[config.mk]
export PLATFORM = sky130hd
export DESIGN_NAME = efuse_fault_manager
export DESIGN_NICKNAME = d
export VERILOG_FILES = /design/src/efuse_fault_pkg.sv /design/src/efuse_fault_manager.sv
export SDC_FILE = /design/constraint.sdc
export NUM_CORES = 1
export LEC_CHECK = 0
export BUFFER_PORTS_ARGS = -buffer_cell sky130_fd_sc_hd__buf_2
export CAP_MARGIN = 30
export CORE_MARGIN = 1.5
export CORE_UTILIZATION = 54
export DETAILED_ROUTE_END_ITERATION = 10
export MAX_ROUTING_LAYER = met4
export PLACE_DENSITY = 0.78
export SLEW_MARGIN = 10
export SYNTH_ARGS = -nofsm -noshare
export SYNTH_HDL_FRONTEND = slang
export SYNTH_SLANG_ARGS = --single-unit
[constraint.sdc]
create_clock -name i_ref_clk -period 4.76 [get_ports i_ref_clk]
set_input_delay 0.238 -clock i_ref_clk [delete_from_list [all_inputs] [get_ports i_ref_clk]]
set_output_delay 0.238 -clock i_ref_clk [all_outputs]
set_load 0.02 [all_outputs]
[src/efuse_fault_pkg.sv]
// Function
// - Standalone or primary role latches every fault except a drain-source switch fault, then retries or stays off per variant.
// - Every restart after a fault except a secondary short circuit goes through the slew-controlled start-up.
// - Secondary role pulses the shared enable low on a fault, primary handles it.
// - Secondary role, primary not acting: hold the chain off and latch off.
// - Secondary latch-off ends only on bias undervoltage or enable below shutdown.
// - Latched fault and indicator clear on power cycle or enable below shutdown.
// - Retry variant: the same clear also resets the retry delay timer.
// - Enable just under undervoltage lockout but above shutdown leaves a latched fault alone.
// - Secondary short circuit: fast trip, current-limited start-up, no latch, indicator high.
// - Limit-set pin open in steady state keeps current sharing engaged, no fault.
// - Limit-set pin shorted in steady state disables current sharing, no fault.
// - Blanking-timer pin high with overcurrent: shutdown after pin-failure timer, latched.
// - Shared enable pulled low externally without under/overvoltage: shutdown, latched.
// - Monitor pin shorted, current over backup threshold for 45 us: shutdown, latched.
// - Monitor pin open in steady state: shutdown, latched, indicator low.
// - Gate-source switch fault persisting 10 us: shutdown, latched, indicator low.
// - Gate-drain switch fault: shutdown, latched, indicator low.
// - Drain-source switch fault: shutdown after start-up timeout, indicator low, not latched.
// - Reference pin open in start-up, current over backup threshold: shutdown, latched.
// - Reference pin shorted in start-up or steady state: shutdown, latched.
// - Limit-set pin open in start-up: shutdown, latched, indicator low.
// - Limit-set pin shorted in start-up, current over backup threshold: shutdown, latched.
// - Over-temperature: latch-off stays off; retry waits to cool, then retry delay.
package efuse_fault_pkg;
	localparam int CLK_MHZ = 125;
	function automatic int ns_to_cyc(input int ns);
		int c;
		c = (ns * CLK_MHZ + 999) / 1000;
		ns_to_cyc = (c < 1) ? 1 : c;
	endfunction : ns_to_cyc
	localparam int GS_DELAY_NS = 10000;
	localparam int CURRENT_MONITOR_PIN_SHORT_NS = 45000;
	localparam int FAST_TRIP_NS = 160;
	localparam int PIN_FAIL_NS = 8000;
	localparam int STARTUP_TO_NS = 32000;
	localparam int RETRY_NS = 128000;
	localparam int NOTIFY_NS = 400;
	localparam int FAILSAFE_NS = 4000;
	localparam int GS_CYC = ns_to_cyc(GS_DELAY_NS);
	localparam int CURRENT_MONITOR_PIN_SHORT_CYC = ns_to_cyc(CURRENT_MONITOR_PIN_SHORT_NS);
	localparam int FT_CYC = ns_to_cyc(FAST_TRIP_NS);
	localparam int PF_CYC = ns_to_cyc(PIN_FAIL_NS);
	localparam int SU_CYC = ns_to_cyc(STARTUP_TO_NS);
	localparam int RETRY_CYC = ns_to_cyc(RETRY_NS);
	localparam int NOTIFY_CYC = ns_to_cyc(NOTIFY_NS);
	localparam int FAILSAFE_CYC = ns_to_cyc(FAILSAFE_NS);
	localparam logic [7:0] ADR_CFG = 8'h00;
	localparam logic [7:0] ADR_STATUS = 8'h04;
	localparam logic [7:0] ADR_CAUSE = 8'h08;
	localparam logic [16:0] CFG_RESET = 17'h004E2;
	localparam int CFG_RETRY_BIT = 16;
	localparam int STATUS_LATCH_BIT = 8;
	localparam int STATUS_SEC_BIT = 9;
	localparam int C_OT = 0;
	localparam int C_OCB = 1;
	localparam int C_FT = 2;
	localparam int C_PIN = 3;
	localparam int C_SUTO = 4;
	localparam int C_FET = 5;
	localparam int C_EXT = 6;
	localparam int C_UV = 7;
	localparam int T_OCB = 0;
	localparam int T_FT = 1;
	localparam int T_GS = 2;
	localparam int T_CURRENT_MONITOR_PIN = 3;
	localparam int T_PF = 4;
	localparam int NTMR = 5;
	typedef enum logic [6:0] {
		ST_OFF = 7'h01,
		ST_STARTUP = 7'h02,
		ST_ON = 7'h04,
		ST_LATCHED = 7'h08,
		ST_RETRY = 7'h10,
		ST_NOTIFY = 7'h20,
		ST_FAILSAFE = 7'h40
	} fsm_e;
endpackage : efuse_fault_pkg

[src/efuse_fault_manager.sv]
`timescale 1ns/1ps
module efuse_fault_manager import efuse_fault_pkg::*; #(
	parameter int P_CURRENT_MONITOR_PIN_SHORT_CYC = CURRENT_MONITOR_PIN_SHORT_CYC,
	parameter int P_RETRY_CYC = RETRY_CYC
) (
	input wire logic i_ref_clk,
	input wire logic i_reset_n,
	input wire logic i_wb_cyc,
	input wire logic i_wb_stb,
	input wire logic i_wb_we,
	input wire logic [7:0] i_wb_adr,
	input wire logic [3:0] i_wb_sel,
	input wire logic [31:0] i_wb_dat,
	output logic [31:0] o_wb_dat,
	output logic o_wb_ack,
	input wire logic i_role_secondary,
	input wire logic i_en_below_uvlo,
	input wire logic i_en_below_sd,
	input wire logic i_vdd_uv,
	input wire logic i_vin_uv,
	input wire logic i_vin_ov,
	input wire logic i_over_temp,
	input wire logic i_oc_over_ocp,
	input wire logic i_oc_over_bkp,
	input wire logic i_short_circuit,
	input wire logic i_current_limit_set_pin_open,
	input wire logic i_current_limit_set_pin_short,
	input wire logic i_current_monitor_pin_open,
	input wire logic i_current_monitor_pin_short,
	input wire logic i_threshold_reference_pin_open,
	input wire logic i_threshold_reference_pin_short,
	input wire logic i_overcurrent_blanking_timer_pin_high,
	input wire logic i_fet_gs,
	input wire logic i_fet_gd,
	input wire logic i_fet_ds,
	input wire logic i_gate_overdrive,
	input wire logic i_shared_switch_enable,
	output logic o_shared_switch_enable_o,
	output logic o_shared_switch_enable_oe,
	output logic o_fault_indicator_o,
	output logic o_fault_indicator_oe,
	output logic o_gate_on,
	output logic o_slew_ramp,
	output logic o_current_limit,
	output logic o_acs_force_on,
	output logic o_acs_disable
);

	////////////////////////////////////////////////////////////////
	function automatic logic tmr_done(input logic [15:0] cnt, input logic [15:0] lim);
		tmr_done = ({1'b0, cnt} + 17'h00001) >= {1'b0, lim};
	endfunction : tmr_done

	fsm_e state_ff;
	fsm_e nxt_state;
	logic [16:0] cfg_ff;
	logic [7:0] cause_ff;
	logic [7:0] nxt_cause;
	logic [15:0] tmr_ff [NTMR];
	logic [15:0] tmr_lim [NTMR];
	logic [NTMR-1:0] tcond;
	logic [NTMR-1:0] tdone;
	logic [15:0] seq_cnt_ff;
	logic cl_mode_ff;
	logic ds_flt_ff;
	logic ack_ff;
	logic [31:0] rdat_ff;
	logic shared_switch_enable_oe_ff;
	logic flt_oe_ff;
	logic gate_ff;
	logic slew_ff;
	logic ilimit_ff;
	logic acs_on_ff;
	logic acs_off_ff;
	logic run;
	logic uv_any;
	logic clear_req;
	logic ext_low;
	logic instant;
	logic su_to;
	logic ds_fault;
	logic sec_trip;
	logic latch_fault;
	logic retry_var;
	logic nxt_flt;
	logic nxt_shared_switch_enable;

	////////////////////////////////////////////////////////////////
	assign run = (state_ff == ST_STARTUP) || (state_ff == ST_ON);
	assign uv_any = i_en_below_uvlo | i_en_below_sd | i_vdd_uv | i_vin_uv | i_vin_ov;
	assign clear_req = i_vdd_uv | i_en_below_sd;
	assign retry_var = cfg_ff[CFG_RETRY_BIT];
	// Own drive is excluded so the pulse we send is not read back as a fault
	assign ext_low = !i_shared_switch_enable && !shared_switch_enable_oe_ff && !uv_any && !i_role_secondary;
	assign su_to = (state_ff == ST_STARTUP) && tmr_done(seq_cnt_ff, 16'(SU_CYC));
	assign ds_fault = su_to && i_fet_ds && !i_gate_overdrive;

	always_comb begin
		tcond[T_OCB] = (state_ff == ST_ON) && (i_oc_over_ocp || (i_threshold_reference_pin_open && i_oc_over_bkp));
		tcond[T_FT] = run && i_short_circuit;
		tcond[T_GS] = run && i_fet_gs;
		tcond[T_CURRENT_MONITOR_PIN] = (state_ff == ST_ON) && i_current_monitor_pin_short && i_oc_over_bkp;
		tcond[T_PF] = run && i_overcurrent_blanking_timer_pin_high && (i_oc_over_ocp || i_oc_over_bkp);
		tmr_lim[T_OCB] = cfg_ff[15:0];
		tmr_lim[T_FT] = 16'(FT_CYC);
		tmr_lim[T_GS] = 16'(GS_CYC);
		tmr_lim[T_CURRENT_MONITOR_PIN] = 16'(P_CURRENT_MONITOR_PIN_SHORT_CYC);
		tmr_lim[T_PF] = 16'(PF_CYC);
		for (int i = 0; i < NTMR; i++) begin
			tdone[i] = tcond[i] && tmr_done(tmr_ff[i], tmr_lim[i]);
		end
	end

	// Counts reset on a single quiet cycle: short dips restart the delay
	always_ff @(posedge i_ref_clk or negedge i_reset_n) begin
		if (!i_reset_n) begin
			for (int i = 0; i < NTMR; i++) begin
				tmr_ff[i] <= 16'h0000;
			end
		end else begin
			for (int i = 0; i < NTMR; i++) begin
				if (!tcond[i]) begin
					tmr_ff[i] <= 16'h0000;
				end else if (tmr_ff[i] != 16'hFFFF) begin
					tmr_ff[i] <= tmr_ff[i] + 16'h0001;
				end
			end
		end
	end

	////////////////////////////////////////////////////////////////
	always_comb begin
		instant = run && (i_over_temp || i_fet_gd || i_threshold_reference_pin_short);
		instant = instant || ((state_ff == ST_STARTUP) && i_current_limit_set_pin_open);
		instant = instant || ((state_ff == ST_STARTUP) && i_oc_over_bkp && (i_current_limit_set_pin_short || i_threshold_reference_pin_open));
		instant = instant || ((state_ff == ST_ON) && i_current_monitor_pin_open) || (run && ext_low);
		sec_trip = tdone[T_FT] && i_role_secondary;
		latch_fault = instant || tdone[T_OCB] || tdone[T_GS] || tdone[T_CURRENT_MONITOR_PIN] || tdone[T_PF];
		latch_fault = latch_fault || (tdone[T_FT] && !i_role_secondary) || (su_to && !ds_fault);
	end

	always_comb begin
		nxt_state = state_ff;
		unique case (state_ff)
			ST_OFF: begin
				if (!uv_any && !ds_flt_ff && i_shared_switch_enable) begin
					nxt_state = ST_STARTUP;
				end
			end
			ST_STARTUP, ST_ON: begin
				if (uv_any) begin
					nxt_state = ST_OFF;
				end else if (latch_fault) begin
					nxt_state = i_role_secondary ? ST_NOTIFY : ST_LATCHED;
				end else if (ds_fault || sec_trip) begin
					nxt_state = ST_OFF;
				end else if (i_role_secondary && !i_shared_switch_enable && !shared_switch_enable_oe_ff) begin
					nxt_state = ST_OFF;
				end else if ((state_ff == ST_STARTUP) && i_gate_overdrive) begin
					nxt_state = ST_ON;
				end
			end
			ST_LATCHED: begin
				if (clear_req) begin
					nxt_state = ST_OFF;
				end else if (retry_var && !i_over_temp) begin
					nxt_state = ST_RETRY;
				end
			end
			ST_RETRY: begin
				if (clear_req || tmr_done(seq_cnt_ff, 16'(P_RETRY_CYC))) begin
					nxt_state = ST_OFF;
				end
			end
			ST_NOTIFY: begin
				if (clear_req) begin
					nxt_state = ST_OFF;
				end else if ((seq_cnt_ff > 16'(NOTIFY_CYC)) && !i_shared_switch_enable) begin
					nxt_state = ST_OFF;
				end else if (tmr_done(seq_cnt_ff, 16'(NOTIFY_CYC + FAILSAFE_CYC))) begin
					nxt_state = ST_FAILSAFE;
				end
			end
			ST_FAILSAFE: begin
				if (clear_req) begin
					nxt_state = ST_OFF;
				end
			end
		endcase
	end

	always_ff @(posedge i_ref_clk or negedge i_reset_n) begin
		if (!i_reset_n) begin
			state_ff <= ST_OFF;
		end else begin
			state_ff <= nxt_state;
		end
	end

	// One sequence counter shared by start-up, retry and notify timing
	always_ff @(posedge i_ref_clk or negedge i_reset_n) begin
		if (!i_reset_n) begin
			seq_cnt_ff <= 16'h0000;
		end else if (nxt_state != state_ff) begin
			seq_cnt_ff <= 16'h0000;
		end else if (seq_cnt_ff != 16'hFFFF) begin
			seq_cnt_ff <= seq_cnt_ff + 16'h0001;
		end
	end

	always_ff @(posedge i_ref_clk or negedge i_reset_n) begin
		if (!i_reset_n) begin
			cl_mode_ff <= 1'b0;
			ds_flt_ff <= 1'b0;
		end else begin
			if (sec_trip && !uv_any && !latch_fault) begin
				cl_mode_ff <= 1'b1;
			end else if (state_ff == ST_ON) begin
				cl_mode_ff <= 1'b0;
			end
			if (run && !uv_any && !latch_fault && ds_fault) begin
				ds_flt_ff <= 1'b1;
			end else if (uv_any) begin
				ds_flt_ff <= 1'b0;
			end
		end
	end

	////////////////////////////////////////////////////////////////
	always_comb begin
		nxt_flt = (nxt_state == ST_LATCHED) || (nxt_state == ST_RETRY) || (nxt_state == ST_FAILSAFE);
		nxt_flt = nxt_flt || (nxt_state == ST_NOTIFY);
		nxt_flt = nxt_flt || (ds_flt_ff && !uv_any) || (run && !uv_any && !latch_fault && ds_fault);
		nxt_flt = nxt_flt || ((nxt_state == ST_STARTUP) && i_oc_over_ocp);
		nxt_shared_switch_enable = (nxt_state == ST_FAILSAFE) || (!i_role_secondary && (nxt_state == ST_LATCHED));
		nxt_shared_switch_enable = nxt_shared_switch_enable || (!i_role_secondary && (nxt_state == ST_RETRY));
		nxt_shared_switch_enable = nxt_shared_switch_enable || ((nxt_state == ST_NOTIFY) && ((state_ff != ST_NOTIFY)
			|| (seq_cnt_ff < 16'(NOTIFY_CYC - 1))));
	end

	always_ff @(posedge i_ref_clk or negedge i_reset_n) begin
		if (!i_reset_n) begin
			flt_oe_ff <= 1'b0;
			shared_switch_enable_oe_ff <= 1'b0;
			gate_ff <= 1'b0;
			slew_ff <= 1'b0;
			ilimit_ff <= 1'b0;
			acs_on_ff <= 1'b0;
			acs_off_ff <= 1'b0;
		end else begin
			flt_oe_ff <= nxt_flt;
			shared_switch_enable_oe_ff <= nxt_shared_switch_enable;
			gate_ff <= (nxt_state == ST_STARTUP) || (nxt_state == ST_ON);
			slew_ff <= (nxt_state == ST_STARTUP) && !(cl_mode_ff || sec_trip);
			ilimit_ff <= (nxt_state == ST_STARTUP) && (cl_mode_ff || sec_trip || i_oc_over_ocp);
			acs_on_ff <= (nxt_state == ST_ON) && i_current_limit_set_pin_open;
			acs_off_ff <= (nxt_state == ST_ON) && i_current_limit_set_pin_short && !i_current_limit_set_pin_open;
		end
	end

	assign o_fault_indicator_o = 1'b0;
	assign o_shared_switch_enable_o = 1'b0;
	assign o_fault_indicator_oe = flt_oe_ff;
	assign o_shared_switch_enable_oe = shared_switch_enable_oe_ff;
	assign o_gate_on = gate_ff;
	assign o_slew_ramp = slew_ff;
	assign o_current_limit = ilimit_ff;
	assign o_acs_force_on = acs_on_ff;
	assign o_acs_disable = acs_off_ff;

	////////////////////////////////////////////////////////////////
	// Write lands on the edge where the master samples ack
	logic wr_now;
	assign wr_now = i_wb_cyc && i_wb_stb && i_wb_we && ack_ff;

	always_comb begin
		nxt_cause = cause_ff;
		if (wr_now && (i_wb_adr == ADR_CAUSE) && i_wb_sel[0]) begin
			nxt_cause = cause_ff & ~i_wb_dat[7:0];
		end
		// Set after clear, so a fresh event survives a simultaneous clear
		if (run) begin
			nxt_cause[C_OT] = nxt_cause[C_OT] | i_over_temp;
			nxt_cause[C_OCB] = nxt_cause[C_OCB] | tdone[T_OCB];
			nxt_cause[C_FT] = nxt_cause[C_FT] | tdone[T_FT];
			nxt_cause[C_PIN] = nxt_cause[C_PIN] | (instant & ~i_over_temp & ~i_fet_gd & ~ext_low)
				| tdone[T_CURRENT_MONITOR_PIN] | tdone[T_PF];
			nxt_cause[C_SUTO] = nxt_cause[C_SUTO] | su_to;
			nxt_cause[C_FET] = nxt_cause[C_FET] | i_fet_gd | tdone[T_GS] | ds_fault;
			nxt_cause[C_EXT] = nxt_cause[C_EXT] | ext_low;
			nxt_cause[C_UV] = nxt_cause[C_UV] | uv_any;
		end
	end

	always_ff @(posedge i_ref_clk or negedge i_reset_n) begin
		if (!i_reset_n) begin
			cause_ff <= 8'h00;
		end else begin
			cause_ff <= nxt_cause;
		end
	end

	always_ff @(posedge i_ref_clk or negedge i_reset_n) begin
		if (!i_reset_n) begin
			cfg_ff <= CFG_RESET;
		end else if (wr_now && (i_wb_adr == ADR_CFG)) begin
			if (i_wb_sel[0]) cfg_ff[7:0] <= i_wb_dat[7:0];
			if (i_wb_sel[1]) cfg_ff[15:8] <= i_wb_dat[15:8];
			if (i_wb_sel[2]) cfg_ff[16] <= i_wb_dat[16];
		end
	end

	always_ff @(posedge i_ref_clk or negedge i_reset_n) begin
		if (!i_reset_n) begin
			ack_ff <= 1'b0;
			rdat_ff <= 32'h00000000;
		end else begin
			ack_ff <= i_wb_cyc && i_wb_stb && !ack_ff;
			if (i_wb_cyc && i_wb_stb && !ack_ff) begin
				unique case (i_wb_adr)
					ADR_CFG: rdat_ff <= {15'h0000, cfg_ff};
					ADR_STATUS: rdat_ff <= {22'h000000, i_role_secondary, flt_oe_ff, 1'b0, state_ff};
					ADR_CAUSE: rdat_ff <= {24'h000000, cause_ff};
					default: rdat_ff <= 32'h00000000;
				endcase
			end
		end
	end

	assign o_wb_ack = ack_ff;
	assign o_wb_dat = rdat_ff;
endmodule : efuse_fault_manager

# After elaboration in Yosys (flattened, before gate mapping)
# Cells that the tools add are included.
[word_totals]
wordCells = 239
inputBits = 71
regBits = 170
out_inout_bits = 42
[classes]
n_reduce_logical = 108
n_eq_ne = 28
addsub = 12
muxes = 34
magnitude_cmp = 10
bitwise_logic = 25
[op_table]
columns = ["operator", "n"]
rows = [
  ["two-way mux 16 bit", 12],
  ["adder 16 x 1 -> 17 bit, second input constant", 6],
  ["adder 16 x 1 -> 16 bit, second input constant", 6],
  ["inequality test 16 bit, second input constant", 6],
  ["two-way mux 7 bit", 13],
  ["logical AND 1 bit", 57],
  ["case mux 17 bit (3 select lines)", 1],
  ["case mux 7 bit (6 select lines)", 1],
  [">= comparator 17 x 10 -> 1 bit, second input constant", 2],
  ["logical OR 1 bit", 31],
  [">= comparator 17 x 11 -> 1 bit, second input constant", 1],
  [">= comparator 17 x 12 -> 1 bit, second input constant", 1],
  [">= comparator 17 x 13 -> 1 bit, second input constant", 1],
  [">= comparator 17 x 14 -> 1 bit, second input constant", 1],
  [">= comparator 17 x 16 -> 1 bit", 1],
  [">= comparator 17 x 5 -> 1 bit, second input constant", 1],
  ["bitwise OR 1 bit", 17],
  ["> comparator 16 x 6 -> 1 bit, second input constant", 1],
  ["< comparator 16 x 6 -> 1 bit, second input constant", 1],
  ["two-way mux 8 bit", 2],
  ["== test 7 x 2 -> 1 bit, second input constant", 2],
  ["== test 7 x 3 -> 1 bit, second input constant", 2],
  ["== test 7 x 4 -> 1 bit, second input constant", 2],
  ["== test 7 x 5 -> 1 bit, second input constant", 2],
  ["19 further kinds", 47],
]

# Longest topological paths before layout
# Gate-level depths: netlist (run 1).
[depth]
depth_word = 25
mapped_depth = 20

# Worst setup path before layout (run 1)
# No wires, ideal clock.
[synth_timing]
path_type = "register -> register"
startpoint = "register tmr_ff[66] in the netlist's numbering"
endpoint = "register slew_ff, in the netlist o_slew_ramp"
required_time_ps = 4680
arrival_time_ps = 4361
path_buffers = 0
path_stages_with_launch = 20
synth_period_minus_slack_ps = 4441
path_slack_ps = 319
path_cell_list = "dfrtp_1 -> and2_1 -> and4_1 -> nand3_1 -> nor2_1 -> nand3_1 -> xor2_1 -> inv_1 -> ha_1 -> and3_1 -> o31ai_1 -> a211oi_1 -> o41ai_1 -> a31o_2 -> o311ai_4 -> a2111oi_4 -> o31ai_2 -> or4b_4 -> or3_4 -> nor3_2"
[synth_between]
elab_chain_len = 14
[synth_lines]
columns = ["item", "line_no", "source"]
rows = [
  ["start: declaration", "efuse_fault_manager.sv:59", "logic [15:0] tmr_ff [NTMR];"],
  ["start signal: indexed assignment", "efuse_fault_manager.sv:125", "tmr_ff[i] <= tmr_ff[i] + 16'h0001;"],
  ["adder 16 x 1 -> 17 bit", "efuse_fault_manager.sv:51", "tmr_done = ({1'b0, cnt} + 17'h00001) >= {1'b0, lim};"],
  [">= comparator 17 x 16 -> 1 bit", "efuse_fault_manager.sv:51", ""],
  ["logical AND 1 bit", "efuse_fault_manager.sv:110", "tdone[i] = tcond[i] && tmr_done(tmr_ff[i], tmr_lim[i]);"],
  ["logical OR 1 bit (4 in a row)", "efuse_fault_manager.sv:138", "latch_fault = instant || tdone[T_OCB] || tdone[T_GS] || tdone[T_CURRENT_MONITOR_PIN] || tdone[T_PF];"],
  ["logical OR 1 bit (2 in a row)", "efuse_fault_manager.sv:139", "latch_fault = latch_fault || (tdone[T_FT] && !i_role_secondary) || (su_to && !ds_fault);"],
  ["two-way mux 7 bit", "efuse_fault_manager.sv:153", "end else if (latch_fault) begin"],
  ["two-way mux 7 bit", "efuse_fault_manager.sv:151", "if (uv_any) begin"],
  ["case mux 7 bit (6 select lines)", "efuse_fault_manager.sv:144", "unique case (state_ff)"],
  ["== test 7 x 2 -> 1 bit", "efuse_fault_manager.sv:254", "slew_ff <= (nxt_state == ST_STARTUP) && !(cl_mode_ff || sec_trip);"],
  ["logical AND 1 bit", "efuse_fault_manager.sv:254", ""],
  ["end signal: assignment", "efuse_fault_manager.sv:254", ""],
  ["end: declaration", "efuse_fault_manager.sv:71", "logic slew_ff;"],
]
# No other way between the ends.
# A chain may end at the register's enable or synchronous reset.

# Worst setup path after layout (run 1)
# Ends and elaborated chain as after synthesis.

==> flow_summary.yaml, run 1 <==
status:
  outcome: "complete, no violations"
floorplan:
  die_h_um: 135
  row_count: 48
  core_mm2: 0.0172
  io_pins: 113
  die_w_um: 135
  initial_core_util_pct: 54.8
  dieArea_mm2: 0.0182
grt:
  grt_pass1_vias: 7474
  grt_use_met2_pct: 39.2
  grt_usage_pct: 25.7
  grt_max_degree: 91
  grt_pass1_wl_um: 36200
  gr-total-overflow: 0
  antenna_found_initial: 1
  met3_usage_pct: 4.24
  met1_usage_pct: 34.3
  grt-busiest-layer: "met2"
synthesis:
  ys.flop_type: "dfrtp_1"
  yosys-top-cells-area: "dfrtp_1, a21oi_1, xnor2_1"
  ys_ff_latch: 155
  synth_top_cells_by_count: "dfrtp_1, nand2_1, a21oi_1, nor2_1, inv_1"
  synth_cells: 1063
  synthArstFlopShare_pct: 100
  ys_types: 81
  synth_top_area_share_pct: 39.6
  yosysMostFrequentCell: "dfrtp_1"
  yosys_warnings: 0
  yosys.area.top_type: "dfrtp_1"
  netlist_area_mm2: 0.00942
  synth-seq-area-share_pct: 41.3
  synth_edf_count: 0
  syn_avg_cell_area_um2: 8.86
pwr:
  power_density_mw_per_mm2: 331
  peakVddDrop_uv: 269
  p_leak_nw: 4.68
worst_hold_path:
  hp-class: "input port to flop"
  holdPathEnd: "cfg_ff[1]"
  hold_depth: 3
  worstHoldStart: "i_wb_dat[1]"
layout:
  regArea_mm2: 0.00389
  drive_above_1_share_pct: 15.7
  final_core_util_pct: 61.5
  final_nets: 1226
  multi_input_area_mm2: 0.00507
  area_delta_synth_final_pct: 12.2
  nFillCells: 1522
routing:
  vias: 8008
  vias_per_cell: 5.87
  routed_wl_um: 22000
  wire_per_inst_um: 16.1
  drc_errors: 0
  first_pass_iters: 5
  final_antenna_net_count: 0
  drtIter0Drc: 614
setup_path:
  cp_max_fo: 4
  startpoint: "tmr_ff[66]"
  worstSetupPathType: "flop to flop"
  crit_path_start_kind: "flop"
  cp.arrival_ns: 5.00
  r2r_setup_slack_ns: 0.11
  r2r-end: "o_slew_ramp"
  ff2ff_path_depth: 19
  cp-end-kind: "flop"
  critical_path_required_ns: 5.11
  rr_startpoint: "tmr_ff[66]"
timing:
  fin_ws_ns: 0.110
  worst_pin_slew_ns: 0.923
  slew_headroom_pct: 37.7
  finalCritPeriodShare_pct: 97.7
  setup_viol: 0
  drv_slew: 0
  hold_viol_final: 0
  finalCriticalPeriod_ns: 4.65
  fmax_ghz: 0.215
  fin_skew_ns: 0.00759
placed_design:
  port_buffers: 79
  place_worst_setup_slack_ns: 0.0555
  place_hpwl_um: 15700
  routabilityCongestion: 0.983
clock_tree:
  htree_levels: 4
  cts_root_buf: "clkbuf_16"
  clk_latency_ns: 0.43
  cts_sinks: 155
  path_clk_slew_ns: 0.06
  numCtsBuffers: 17
  tritoncts: "yes"
  clock_path_buffers: 2
flow_run:
  max-cap-violations: 0
==> sequential cells by signal (all words and copies together), names as in the netlist, 7 cells and up <==
| name | flops |
|---|---|
| o_wb_dat | 17 |
| state_ff | 7 |
| seq_cnt_ff | 16 |
| cause_ff | 8 |
| cfg_ff | 17 |
| tmr_ff | 80 |
==> logic make-up after synthesis <==
kind of cell,count (synthesis),synth area share (%)
other,1,0.0398
AOI/OAI and AO/OA,239,16.6
xor gates and xnor gates,74,6.88
buffers and inverters,121,5.80
adders and majority gates,28,3.72
and+or+nand+nor,420,22.9
muxes,25,2.83
DFF,155,41.3
==> worst max-delay path: stages (launching register included) <==
cell	delay, ns
dfrtp_1	0.38
and2_4	0.17
and4_1	0.26
nand3_2	0.15
nor2_4	0.15
nand3_1	0.13
xor2_2	0.17
inv_1	0.07
ha_1	0.28
and3_1	0.19
o31ai_2	0.21
a211oi_1	0.10
o41ai_1	0.40
a31o_2	0.29
o311ai_4	0.12
a2111oi_4	0.26
o31ai_2	0.15
or4b_4	0.56
or3_4	0.41
nor3_2	0.11
==> cell usage in the layout, fill, tap and decap left out, drive strengths merged, types with 5 or more instances in the layout <==
master | Yosys | routed
and3 | 19 | 19
inv | 55 | 55
xnor2 | 50 | 50
nand3b | 6 | 6
nor2 | 85 | 85
dfstp | 6 | 6
nor3 | 26 | 26
o41ai | 5 | 5
nor2b | 6 | 6
or2 | 6 | 6
o21ai | 45 | 45
mux2i | 12 | 12
xor2 | 24 | 24
a211oi | 11 | 11
nand4 | 26 | 26
clkbuf | 41 | 24
o211ai | 6 | 6
or3 | 8 | 8
a2111oi | 5 | 5
nor3b | 6 | 6
mux2 | 13 | 13
nand2b | 7 | 7
nor4 | 20 | 20
a211o | 5 | 5
and4 | 7 | 7
a21o | 9 | 9
a21oi | 96 | 96
nand2 | 113 | 113
and2 | 14 | 14
o21a | 6 | 6
conb | 1 | 17
or4 | 7 | 7
clkinv | 1 | 5
buf | 24 | 91
ha | 28 | 28
a31oi | 10 | 10
nand3 | 56 | 56
dfrtp | 149 | 149
a22oi | 11 | 11
==> power by group <==
group / switching [W] / leakage [nW] / internal [W] / total [W]
Combinational: 0.000399 / 2.30 / 0.000263 / 0.000662
Sequential: 0.000105 / 2.10 / 0.00140 / 0.00150
Clock: 0.000525 / 0.279 / 0.000806 / 0.00133
Total: 0.00103 / 4.68 / 0.00247 / 0.00350
==> final cells by class <==
type                            count  share of cell area (%)
Inverter                           56                    1.99
Antenna cell                        1                  0.0237
Clock buffer                       23                    4.52
Tap cell                          225                    2.66
Sequential cell                   155                    36.8
Timing Repair Buffer               94                    5.13
Clock inverter                      7                   0.865
Multi-Input combinational cell    803                    48.0
==> metal layers <==
metal / routed length (µm) / up-vias
met4: 614 / 0
met3: 1100 / 50
li1: - / 3876
met5: 0 / -
met1: 10000 / 3841
met2: 10300 / 241
==> timing repair <==
action                                  4_1_cts  5_1_grt
buffers inserted                              0        1
resized for setup                             0        6
hold buffers                                  2        0
endpoints found under the setup margin        0       18
hold endpoints to repair                     25        0
==> worst max-delay path by stage <==
stage	to
final	o_slew_ramp
after global routing	o_slew_ramp
after CTS	o_slew_ramp
after detailed placement	o_slew_ramp
after global placement	o_slew_ramp
after floorplan	o_slew_ramp
==> stage by stage <==
step	instance area [µm²]	hold WS [ns]	setup TNS (ns)	std cells	power [W]
CTS	10500	0.0285	0	1359	0.00350
global placement	9890	0.419	0	1326	0.00216
floorplan	9480	-0.0576	0	1079	0.00196
detailed placement	9910	0.117	0	1327	0.00217
finish	10600	0.0365	0	1364	0.00350
global route	10600	0.0366	-0.359	1364	0.00365
No activity file was read; power rests on OpenSTA's default activity.
==> run 2: changes to the inputs <==
==> constraint.sdc (replaced) <==
create_clock -name i_ref_clk -period 4.76 [get_ports i_ref_clk]
set_input_delay 0.714 -clock i_ref_clk [delete_from_list [all_inputs] [get_ports i_ref_clk]]
set_output_delay 0.714 -clock i_ref_clk [all_outputs]
set_load 0.02 [all_outputs]
==> flow_summary.yaml, run 2 (synthesized netlist as in run 1, its figures left out) <==
status:
  outcome: "complete, no violations"
clock_tree:
  tritoncts: "yes"
  cts_hold_buffers: 0
  cts_root_buf: "clkbuf_16"
  cts_sinks: 155
  path_clk_slew_ns: 0.06
  numCtsBuffers: 17
  clk_latency_ns: 0.43
  clock_path_buffers: 2
  htree_levels: 4
pwr:
  power_density_mw_per_mm2: 336
  power.switching_w: 0.00106
  pwr-share-seq_pct: 42.0
  totalPowerFinal_w: 0.00357
  power.internal_w: 0.00251
  p_sw_share_pct: 29.6
  peakVddDrop_uv: 249
  power_frac_comb_pct: 18.7
  p_leak_nw: 4.69
  clock_power_share_pct: 39.3
layout:
  top_register: "tmr_ff"
  final_cell_mix: "dfrtp_1, nand2_1, a21oi_1, nor2_1, buf_2"
  nFillCells: 1482
  drive_above_1_share_pct: 16.5
  layout_commonest_cell: "dfrtp_1"
  final_core_util_pct: 61.7
  final_nets: 1226
  largest_reg_flops: 80
  area_delta_synth_final_pct: 12.5
  final_cell_count_no_fill: 1365
  n_antenna_cell: 0
grt:
  gr-total-overflow: 0
  grt_pass1_wl_um: 36600
  grt_max_degree: 92
  grt_pass1_vias: 7471
  antenna_found_initial: 0
  grt_usage_pct: 26.1
timing:
  fmax_ghz: 0.216
  setup_viol: 0
  drv_slew: 0
  slew_headroom_pct: 42.5
  worst_pin_slew_ns: 0.855
  hold_viol_final: 0
  fin_skew_ns: 0.00782
  finalCriticalPeriod_ns: 4.63
  finalCritPeriodShare_pct: 97.3
floorplan:
  core_mm2: 0.0172
  die_w_um: 135
  row_count: 48
  die_h_um: 135
  io_pins: 113
  initial_core_util_pct: 54.8
  dieArea_mm2: 0.0182
placed_design:
  place_inst: 1327
  port_buffers: 79
  routabilityCongestion: 0.978
  place_hpwl_um: 15600
routing:
  vias: 8119
  drc_errors: 0
  routed_wl_um: 22600
  final_antenna_net_count: 0
  wire_per_inst_um: 16.5
  vias_per_cell: 5.95
  first_pass_iters: 5
  drtIter0Drc: 713
setup_path:
  critical_path_required_ns: 5.11
  critPathSlowestCell: "or4b_4"
  cp-end-kind: "flop"
  critPathMaxStageDelay_ns: 0.57
  r2r-end: "o_slew_ramp"
  ff2ff_path_depth: 19
  crit_path_start_kind: "flop"
  worstSetupPathType: "flop to flop"
  r2r_setup_slack_ns: 0.13
  cp.arrival_ns: 4.98
  crit_chain: "and2_4 -> and4_4 -> nand3_4 -> nor2_4 -> nand3_1 -> xor2_1 -> inv_1 -> ha_1 -> and3_1 -> o31ai_2 -> a211oi_2 -> o41ai_2 -> a31o_2 -> o311ai_4 -> a2111oi_4 -> o31ai_4 -> or4b_4 -> or3_4 -> nor3_2"
  rr_startpoint: "tmr_ff[67]"
  cp_max_fo: 4
worst_hold_path:
  hp-class: "input port to asynchronous set/reset pin"
flow_run:
  max-cap-violations: 0
## run 2: metrics by stage
| step | area [µm²] | setup WS, ns | hold WS, ns | TNS, ns |
|---|---|---|---|---|
| finish | 10600 | 0.126 | 0.360 | 0 |
| global route | 10600 | -0.0882 | 0.430 | -0.215 |
| CTS | 10500 | 0.0221 | 0.389 | 0 |
| detailed placement | 9890 | -0.0202 | 0.452 | -0.0296 |
| global placement | 9890 | 0.167 | 0.446 | 0 |
| floorplan | 9480 | 0.319 | 0.418 | 0 |
## run 2: area by class of cell
type,count,area [µm²],share of cell area [%]
Clock buffer,21,460,4.34
Multi-Input combinational cell,803,5100,48.1
Clock inverter,11,144,1.36
Inverter,56,210,1.98
Timing Repair Buffer,94,517,4.87
Tap cell,225,282,2.66
Sequential cell,155,3890,36.7
## run 2: repair_timing
action / CTS / global route
setup endpoints to repair: 2 / 19
gates resized for setup: 1 / 11
pin swaps: 2 / 5
buffers inserted: 0 / 3
cloned: 0 / 0
## run 2: worst max-delay path by stage
stage | cells after the start | slack [ns] | start | to
after global placement | 19 | 0.17 | tmr_ff[66] | o_slew_ramp
after global routing | 19 | -0.09 | tmr_ff[67] | o_slew_ramp
after detailed placement | 19 | -0.02 | tmr_ff[66] | o_slew_ramp
final | 19 | 0.13 | tmr_ff[67] | o_slew_ramp
after floorplan | 19 | 0.32 | tmr_ff[66] | o_slew_ramp
after CTS | 19 | 0.02 | tmr_ff[66] | o_slew_ramp
## run 2: worst max-delay path: cells and delay by family (launching register included)
kind                     cells  cell delay [ns]
AO/OA/AOI/OAI                7             1.57
buffers and inverters        1             0.07
adder cells (fa/ha/maj)      1             0.30
flip-flops                   1             0.36
AND/OR/NAND/NOR              9             2.07
XOR/XNOR                     1             0.19
## run 2: power by group through the flow
stage / logic (W) / clock network [W] / registers (W)
2_1_floorplan: 0.000480 / 0 / 0.00148
3_3_place_gp: 0.000639 / 0 / 0.00151
3_5_place_dp: 0.000649 / 0 / 0.00152
4_1_cts: 0.000653 / 0.00142 / 0.00149
5_1_grt: 0.000733 / 0.00148 / 0.00151
6_report: 0.000669 / 0.00140 / 0.00150
## run 2: layer usage
layer / track usage, % / share of wire, %
met1: 33.3 / 44
met2: 41.5 / 48
met3: 5.33 / 6.0
met4: 9.08 / 2.5
met5: - / 0
